## src/mflm_regs.vh

```
// Constants for the multi-FIFO lane mapping block.
// Assumes inclusion by bare name from the design files.
`ifndef MFLM_REGS_VH
`define MFLM_REGS_VH
`define MFLM_BUS_W 40
`define MFLM_LANE_W 10
`define MFLM_WIDE_W 20
`define MFLM_NUM_FIFO 4
`define MFLM_FIFO_DEPTH 4
`define MFLM_PTR_W 3
`define MFLM_ADDR_W 2
`define MFLM_L0_LO 0
`define MFLM_L1_LO 10
`define MFLM_L2_LO 20
`define MFLM_L3_LO 30
`define MFLM_CNT_ZERO 3'h0
`define MFLM_CNT_ONE 3'h1
`define MFLM_CFG_RESET 1'b0
`endif

```

## src/mflm_top.v

```verilog
// Lane mapping of a quad/dual FIFO: input demux, per-FIFO buffers,
// empty/output-ready flags and echo read clock and strobe.
// Assumes port clocks are slow pins sampled by clock; setup pins are
// latched during full_device_reset.
//
// What this block does
// Quad: four 10-bit lanes from bus
// Dual: bits 19..0 FIFO 0, 39..20 FIFO 2
// Each lane uses own clock and enable
// Unused data inputs should be held low
// Per-FIFO empty or output-ready flag
// Echo read clock toggles after data settles
// Dual: FIFOs 1 and 3 outputs unused
// Echo strobe marks new word on output
// Reset latches fall-through select
// Reset latches quad or dual select
// Dual width select picks 10 or 20 bits
`timescale 1ns/10ps
`include "mflm_regs.vh"
module mflm_top (
   // Clock and reset
   input wire clock,
   input wire rst,
   // Setup pins, latched during full device reset
   input wire full_device_reset,
   input wire fall_through_select,
   input wire quad_dual_select,
   input wire write_width_select,
   // Write side
   input wire [39:0] data_in,
   input wire [3:0] write_clock,
   input wire [3:0] write_enable_n,
   output wire [3:0] write_ready,
   // Read side
   input wire [3:0] read_clock,
   input wire [3:0] read_enable_n,
   output wire [79:0] data_out,
   output wire [3:0] fifo_empty_n,
   output wire [3:0] echoed_read_clock,
   output wire [3:0] echoed_read_strobe,
   // Latched configuration
   output reg cfg_fall_through,
   output reg cfg_quad,
   output reg cfg_wide
);
   // ----------------------------------------
   // Configuration latch
   // ----------------------------------------
   wire mrs_s;

   mflm_sync u_mrs (
      .clock(clock),
      .rst(rst),
      .async_in(full_device_reset),
      .sync_out(mrs_s)
   );

   always @(posedge clock) begin
      if (rst) begin
         cfg_fall_through <= `MFLM_CFG_RESET;
         cfg_quad <= `MFLM_CFG_RESET;
         cfg_wide <= `MFLM_CFG_RESET;
      end else if (mrs_s) begin
         // latch timing mode
         cfg_fall_through <= fall_through_select;
         // latch quad/dual
         cfg_quad <= quad_dual_select;
         // width only in dual
         cfg_wide <= write_width_select & ~quad_dual_select;
      end
   end

   // ----------------------------------------
   // Decode helpers
   // ----------------------------------------

   // Lane is live in quad, or FIFO 0/2 in dual
   function lane_active;
      input integer idx;
      input quad;
      begin
         lane_active = quad | (idx == 0) | (idx == 2);
      end
   endfunction

   // Wide capture only in dual with width select high
   function lane_wide;
      input quad;
      input wide;
      begin
         lane_wide = ~quad & wide;
      end
   endfunction

   // Read request for the latched timing mode
   function read_request;
      input fall_through;
      input held;
      input enable_n;
      begin
         if (fall_through) begin
            // Head word falls through while the output stage is empty
            read_request = ~held | ~enable_n;
         end else begin
            read_request = ~enable_n;
         end
      end
   endfunction

   // ----------------------------------------
   // Per-FIFO lanes
   // ----------------------------------------
   genvar g;
   generate
      for (g = 0; g < `MFLM_NUM_FIFO; g = g + 1) begin : lane
         // Lane 3 never runs wide; the clamp keeps its slice on the bus
         localparam integer NARROW_LO = g * `MFLM_LANE_W;
         localparam integer WIDE_LO = (g == `MFLM_NUM_FIFO - 1) ? `MFLM_L2_LO :
            g * `MFLM_LANE_W;
         localparam integer OUT_LO = g * `MFLM_WIDE_W;

         wire wclk_s;
         wire wen_s;
         wire rclk_s;
         wire ren_s;
         reg wclk_d;
         reg rclk_d;
         reg [`MFLM_WIDE_W-1:0] wr_word;
         wire wr_valid;
         wire out_valid;
         wire [`MFLM_WIDE_W-1:0] out_word;
         wire rd_edge;
         wire wr_edge;
         wire live;
         reg hold_valid;
         wire pop;
         reg [`MFLM_WIDE_W-1:0] word_q;
         reg strobe_q;
         reg echo_q;

         // ----------------------------------------
         // Write pins into the clock domain
         // ----------------------------------------
         mflm_sync u_wc (
            .clock(clock),
            .rst(rst),
            .async_in(write_clock[g]),
            .sync_out(wclk_s)
         );

         mflm_sync u_we (
            .clock(clock),
            .rst(rst),
            .async_in(write_enable_n[g]),
            .sync_out(wen_s)
         );

         // ----------------------------------------
         // Read pins into the clock domain
         // ----------------------------------------
         mflm_sync u_rc (
            .clock(clock),
            .rst(rst),
            .async_in(read_clock[g]),
            .sync_out(rclk_s)
         );

         mflm_sync u_re (
            .clock(clock),
            .rst(rst),
            .async_in(read_enable_n[g]),
            .sync_out(ren_s)
         );

         // ----------------------------------------
         // Port clock edge detection
         // ----------------------------------------
         // Delay flops reset low, matching the idle pin level
         always @(posedge clock) begin
            if (rst | mrs_s) begin
               wclk_d <= 1'b0;
               rclk_d <= 1'b0;
            end else begin
               wclk_d <= wclk_s;
               rclk_d <= rclk_s;
            end
         end

         assign live = lane_active(g, cfg_quad);
         assign wr_edge = wclk_s & ~wclk_d;
         assign rd_edge = rclk_s & ~rclk_d;

         // ----------------------------------------
         // Write lane capture
         // ----------------------------------------
         // quad 10-bit slice
         // dual 20-bit slice
         // width follows latched select
         always @* begin
            wr_word = {`MFLM_WIDE_W{1'b0}};
            if (lane_wide(cfg_quad, cfg_wide)) begin
               wr_word = data_in[WIDE_LO +: `MFLM_WIDE_W];
            end else begin
               wr_word[`MFLM_LANE_W-1:0] = data_in[NARROW_LO +: `MFLM_LANE_W];
            end
         end

         // own write clock and enable
         assign wr_valid = live & ~mrs_s & wr_edge & ~wen_s;
         assign write_ready[g] = live;

         // ----------------------------------------
         // Lane buffer
         // ----------------------------------------
         // Writes into a full buffer are dropped; no full flag here
         mflm_fifo #(
            .WIDTH(`MFLM_WIDE_W),
            .DEPTH(`MFLM_FIFO_DEPTH),
            .AW(`MFLM_ADDR_W)
         ) u_fifo (
            .clock(clock),
            .rst(rst | mrs_s),
            .in_valid(wr_valid),
            .in_ready(),
            .in_data(wr_word),
            .out_valid(out_valid),
            .out_ready(pop),
            .out_data(out_word)
         );

         // ----------------------------------------
         // Read control
         // ----------------------------------------
         // Only an edge of this lane's own read clock moves data
         assign pop = live & rd_edge & out_valid
            & read_request(cfg_fall_through, hold_valid, ren_s);

         // ----------------------------------------
         // Output word stage
         // ----------------------------------------
         // A new word wins over the fall-through clear
         always @(posedge clock) begin
            if (rst | mrs_s) begin
               word_q <= {`MFLM_WIDE_W{1'b0}};
               hold_valid <= 1'b0;
            end else if (pop) begin
               word_q <= out_word;
               hold_valid <= 1'b1;
            end else if (rd_edge & ~ren_s & cfg_fall_through) begin
               hold_valid <= 1'b0;
            end
         end

         // ----------------------------------------
         // Echo outputs
         // ----------------------------------------
         // strobe with new word
         always @(posedge clock) begin
            if (rst | mrs_s) begin
               strobe_q <= 1'b0;
            end else begin
               strobe_q <= pop;
            end
         end

         // echo after data settles
         // idle in dual
         always @(posedge clock) begin
            if (rst | mrs_s) begin
               echo_q <= 1'b0;
            end else begin
               echo_q <= live & rclk_d;
            end
         end

         assign data_out[OUT_LO +: `MFLM_WIDE_W] = word_q;
         assign echoed_read_strobe[g] = strobe_q;
         assign echoed_read_clock[g] = echo_q;

         // ----------------------------------------
         // Status flag
         // ----------------------------------------
         // empty or output ready
         assign fifo_empty_n[g] = live & (cfg_fall_through ? hold_valid : out_valid);
      end
   endgenerate

   // ----------------------------------------
   // Usage notes
   // ----------------------------------------
   // Port clocks are sampled, so each port clock phase must last longer
   // than one system clock for an edge to be seen. Lanes 1 and 3
   // stay idle in dual, so their outputs may be left unconnected.
   // A master reset empties every lane buffer and clears the read-side outputs.
endmodule

```

## src/mflm_sync.v

```verilog
// Two-flop synchroniser for a level from outside the clock domain.
// Assumes the input is asynchronous to clock.
`timescale 1ns/10ps
module mflm_sync (
   // Clock and reset
   input wire clock,
   input wire rst,
   // Level in and out
   input wire async_in,
   output reg sync_out
);
   reg meta;

   always @(posedge clock) begin
      if (rst) begin
         meta <= 1'b0;
         sync_out <= 1'b0;
      end else begin
         meta <= async_in;
         sync_out <= meta;
      end
   end
endmodule

```

## src/mflm_fifo.v

```verilog
// Small flop-based FIFO with valid/ready on both sides.
// Assumes a single clock; depth is a power of two.
`timescale 1ns/10ps
`include "mflm_regs.vh"
module mflm_fifo #(
   parameter WIDTH = `MFLM_WIDE_W,
   parameter DEPTH = `MFLM_FIFO_DEPTH,
   parameter AW = 2
) (
   // Clock and reset
   input wire clock,
   input wire rst,
   // Fill side
   input wire in_valid,
   output wire in_ready,
   input wire [WIDTH-1:0] in_data,
   // Drain side
   output wire out_valid,
   input wire out_ready,
   output wire [WIDTH-1:0] out_data
);
   reg [WIDTH-1:0] mem [0:DEPTH-1];
   reg [AW-1:0] wr_ptr;
   reg [AW-1:0] rd_ptr;
   reg [AW:0] count;
   wire push;
   wire pop;

   assign in_ready = (count != DEPTH[AW:0]);
   assign out_valid = (count != {(AW+1){1'b0}});
   assign out_data = mem[rd_ptr];
   assign push = in_valid & in_ready;
   assign pop = out_valid & out_ready;

   always @(posedge clock) begin
      if (push) begin
         mem[wr_ptr] <= in_data;
      end
   end

   always @(posedge clock) begin
      if (rst) begin
         wr_ptr <= {AW{1'b0}};
         rd_ptr <= {AW{1'b0}};
         count <= {(AW+1){1'b0}};
      end else begin
         if (push) begin
            wr_ptr <= wr_ptr + 1'b1;
         end
         if (pop) begin
            rd_ptr <= rd_ptr + 1'b1;
         end
         if (push && !pop) begin
            count <= count + 1'b1;
         end else if (pop && !push) begin
            count <= count - 1'b1;
         end
      end
   end
endmodule

```

## config.mk

```make
export PLATFORM = sky130hd
export DESIGN_NAME = mflm_top
export DESIGN_NICKNAME = d
export VERILOG_FILES = /design/src/mflm_top.v /design/src/mflm_sync.v /design/src/mflm_fifo.v
export VERILOG_INCLUDE_DIRS = /design/src
export SDC_FILE = /design/constraint.sdc
export NUM_CORES = 1
export LEC_CHECK = 0
export BUFFER_PORTS_ARGS = -buffer_cell sky130_fd_sc_hd__buf_2
export CORE_ASPECT_RATIO = 0.5
export CORE_MARGIN = 2
export CORE_UTILIZATION = 39
export CTS_CLUSTER_DIAMETER = 150
export CTS_CLUSTER_SIZE = 10
export DETAILED_ROUTE_END_ITERATION = 6
export HOLD_SLACK_MARGIN = 0.1
export PLACE_DENSITY = 0.56
export SLEW_MARGIN = 40
export SYNTH_ARGS = -nofsm -noshare
export SYNTH_HDL_FRONTEND = slang
export SYNTH_SLANG_ARGS = --single-unit
export TNS_END_PERCENT = 5
```

## constraint.sdc

```tcl
create_clock -name clock -period 3.06 [get_ports clock]
set_input_delay 0.918 -clock clock [delete_from_list [all_inputs] [get_ports clock]]
set_output_delay 0.918 -clock clock [all_outputs]
set_load 0.01 [all_outputs]
```

==> flow_results.org <==
** Floorplan
- The die covers 48400 um2.
- Row count :: 55
- Area of the placeable core :: 45600 um2
- During I/O placement, the number of pins put on the boundary was 161.
- Chip height :: 157 um
- Effective utilization at floorplan :: 39.9%
- Measured along the x axis, the die boundary spans 309 um.

** Routing
- Summed over all layers, the routed wires come to 36.3 mm.
- Detailed-router iteration count before antenna repair :: 4
- For this run, design rule violations remaining after detail routing come to 0.
- After detailed routing, the met3 layer carries 1.44 mm of wire.
- After detailed routing, the wire length on met1 is 15.6 mm.
- Total length of routed met2 wires :: 18.6 mm
- Summing over every cut layer, the via total after detailed routing is 9323.
- After detailed routing, the number of vias per cell comes to 4.82.
- The count of nets left with antenna violations once routing finished came out at 0.
- DRC violation total after the first TritonRoute iteration :: 540
- Drt wl/cell :: 18.8 um
- The highest metal layer carrying signal wires in the routed design is met4.

** Yosys
- By area, the combinational part of the netlist is dominated by multiplexers.
- Share of the synthesized netlist area taken by xor and xnor gates :: 0.772%
- Summing the areas of all compound-gate instances in the mapped netlist gives 4.23% of the synthesized area.
- Proportion of netlist area held by the largest area contributor :: 52.9%
- Multiplexer cells account for 13.1% of the synthesized area.
- Cell accounting for the most synthesized area :: edfxtp_1
- Per-instance average area after synthesis :: 16.9 um2
- Combined area of all synthesized cells :: 18200 um2
- The number of different library cells used by synthesis comes to 40.
- Number of instances in the synthesized netlist :: 1076
- The Yosys step of the flow raised 0 warnings.
- Flip-flop and latch count after synthesis :: 485
- Summing the areas of all fa, ha and maj instances in the mapped netlist gives 1.82% of the synthesized area.
- Sorting the synthesized cells by area gives the leading types as edfxtp_1 53%, dfxtp_1 18%, mux4_2 9.9%, mux2i_1 2.6%, o2bb2ai_1 1.9%.
- Register area share after synthesis :: 71.1%
- The synthesized netlist devotes 5.86% of its cell area to simple gates.

** Worst setup path
- CP endpoint kind :: primary output
- STA classifies the critical path startpoint as a flop.
- Crit path arrival time :: 1.88 ns
- Critical Path RT :: 2.14 ns
- The critical path is of the flop to primary output type.
- Maximum fanout along the worst path :: 7

** Layout
- Final non-filler cell area :: 21300 um2
- Synthesis-to-finish area growth :: 17.3%
- Commonest non-fill, non-tap cells in the layout :: 320 x edfxtp_1, 165 x dfxtp_1, 158 x buf_2, 80 x mux4_2, 74 x nor2_1
- Sequential standard cell area :: 12900 um2
- Final net count :: 1354
- Leaving out fill and tap cells, the most frequent cell in the layout is edfxtp_1.
- The number of antenna diodes in the final layout is 0.
- Count of non-filler cells in the finished layout :: 1933
- Summing all multi-input logic gate instances after layout gives 4700 um2.
- Of the cells placed in the final design, the portion with a size suffix greater than 1 is 27.8%.
- FILL cells :: 3951

** CTS
- CTS tree :: done
- The root buffer cell chosen for the clock tree is clkbuf_16.
- The clock drives 485 sinks.
- After clock tree synthesis, the clock-pin slew on the worst setup and hold paths is 0.05 ns.
- The clock passes through at most 3 buffers.
- In this run the post-CTS setup repair buffer count came out at 0.
- Post-CTS repair changed the size of 0 cells.
- At the later pin of the worst-skew pair, clock insertion delay measures 0.58 ns.
- H-tree levels :: 2
- Total CTS buffers :: 54
- Hold Buf Count CTS :: 0

** Placement
- Summing all placed instances gives a cell area of 19800 um2.
- Buffers on Ports :: 158
- Gpl congestion :: 0.794
- DP Worst Slack :: 0.473 ns
- Placed Instances :: 1839
- Summed over all nets, the half-perimeter wirelength after detailed placement is 23.0 mm.

** STA
- Across all setup checks in the final design, the least slack found is 0.263 ns.
- The total count of max-transition violations in the final report is 0.
- Final Setup Violations :: 0
- Setup repair after global routing left no endpoint under its margin.
- Measured against its own limit, the worst slew margin works out to 55.5%.
- Setup TNS Final :: 0 ns
- Worst Clk Skew :: 0.0250 ns
- Max Freq :: 0.357 GHz
- Final hold violation count :: 0
- Final period util :: 91.4%
- At the pin with the least slew margin, the transition time is 0.667 ns.
- Counting I/O delays and the setup requirement, the final critical path takes 2.80 ns.

** Job
- Number of maximum-capacitance constraint violations :: 0

** Global routing
- First-pass GRT wire length :: 56.6 mm
- For this run, the total global-route usage over all layers was measured as 15.3%.
- The via count of the first global-routing pass is 10182.
- Entering global routing, the biggest net connects 41 pins.
- Total gr overflow :: 0
- Number of antenna violations at the first check in global routing :: 0

** Pwr
- Leakage Power :: 7.49 nW
- Power density over the cells :: 617 nW/um2
- Worst-case vdd ir drop :: 0.388 mV

** Outcome
- The flow ran to the end, and the final reports show no timing, DRC or antenna violations.

** Hold path
- Class of the tightest hold or removal check :: flop to flop
==> kinds of logic (layout without fill, tap and decap cells) <==
group	count (synthesis)	after routing
flops	485	485
simple gates	204	204
mux	137	137
buf+inv	125	354
compound gates	84	84
fa+ha+maj	24	24
xor+xnor	16	16
other cells	1	2
==> per-layer routing <==
metal / global-route usage, % / up-vias
met5: 0 / -
met4: 4.25 / 0
met3: 3.16 / 56
met2: 27.7 / 143
met1: 18.7 / 4755
li1: - / 4369
==> flip-flops by register name, indices dropped and copies added, names as in the netlist, 4 cells and up <==
signal,flops
lane.echo_q,4
lane.hold_valid,4
lane.rclk_d,4
lane.strobe_q,4
lane.u_fifo.count,12
lane.u_fifo.mem,320
lane.u_fifo.rd_ptr,8
lane.u_fifo.wr_ptr,8
lane.u_rc.meta,4
lane.u_rc.sync_out,4
lane.u_re.meta,4
lane.u_re.sync_out,4
lane.u_wc.meta,4
lane.u_wc.sync_out,4
lane.u_we.meta,4
lane.u_we.sync_out,4
lane.wclk_d,4
lane.word_q,80
==> metrics by stage <==
stage / util (%) / power (mW) / hold slack (ns)
final: 46.8 / 13.2 / 0.435
after global routing: 46.8 / 13.7 / 0.456
after CTS: 46.8 / 13.3 / 0.444
after detailed placement: 43.4 / 7.56 / 0.430
after global placement: 43.4 / 7.55 / 0.427
after floorplan: - / 7.39 / 0.414
==> synth_stat cells (all sizes together) <==
cell and count:
nand3 2, o41ai 2, o2bb2ai 40, clkbuf 33, a2111oi 6, conb 1, o31ai 2, mux4 80
nor2b 37, nand2 9, fa 4, edfxtp 320, inv 61, a211o 2, or2 1, xnor2 8
ha 20, o31a 2, nor3b 2, mux2i 47, o21ai 6, a21oi 16, clkinv 1, buf 30
dfxtp 165, or3 4, nand2b 10, or4b 2, nor3 6, and2 54, nor2 76, nand3b 1
a31o 4, xor2 8, mux2 10, a21boi 4
==> area by class of cell <==
| cell class | count | share of cell area, % |
|---|---|---|
| clock buffers | 91 | 6.99 |
| clock inverters | 3 | 0.211 |
| well taps | 627 | 3.68 |
| flip-flops and latches | 485 | 60.6 |
| inverters | 62 | 1.09 |
| repair buffers | 198 | 5.35 |
| multi-input cells | 467 | 22.1 |
==> critical path, cell delays in order, from the launching register on <==
cell	delay, ns
dfxtp_1	0.52
clkinv_1	0.26
buf_4	0.23
a21oi_1	0.16
buf_2	0.16
==> final timing paths <==
| check | endpoint | cells past startpoint | from | slack, ns |
|---|---|---|---|---|
| max | fifo_empty_n[3] | 4 | cfg_fall_through$_SDFFE_PP0P_ | 0.26 |
| min | lane[3].u_wc.sync_out$_SDFF_PP0_ | 1 | lane[3].u_wc.meta$_SDFF_PP0_ | 0.44 |
| max reg2reg | lane[1].u_fifo.count[2]$_SDFFE_PP0P_ | 8 | u_mrs.sync_out$_SDFF_PP0_ | 0.43 |
| min reg2reg | lane[3].u_wc.sync_out$_SDFF_PP0_ | 1 | lane[3].u_wc.meta$_SDFF_PP0_ | 0.44 |
==> where the power goes <==
| part | switching [mW] | leakage [nW] | internal [mW] |
|---|---|---|---|
| clock network | 2.45 | 0.730 | 3.29 |
| logic | 0.224 | 2.53 | 0.145 |
| registers | 0.0325 | 4.23 | 7.01 |
Power figures use the tool's default switching activity.
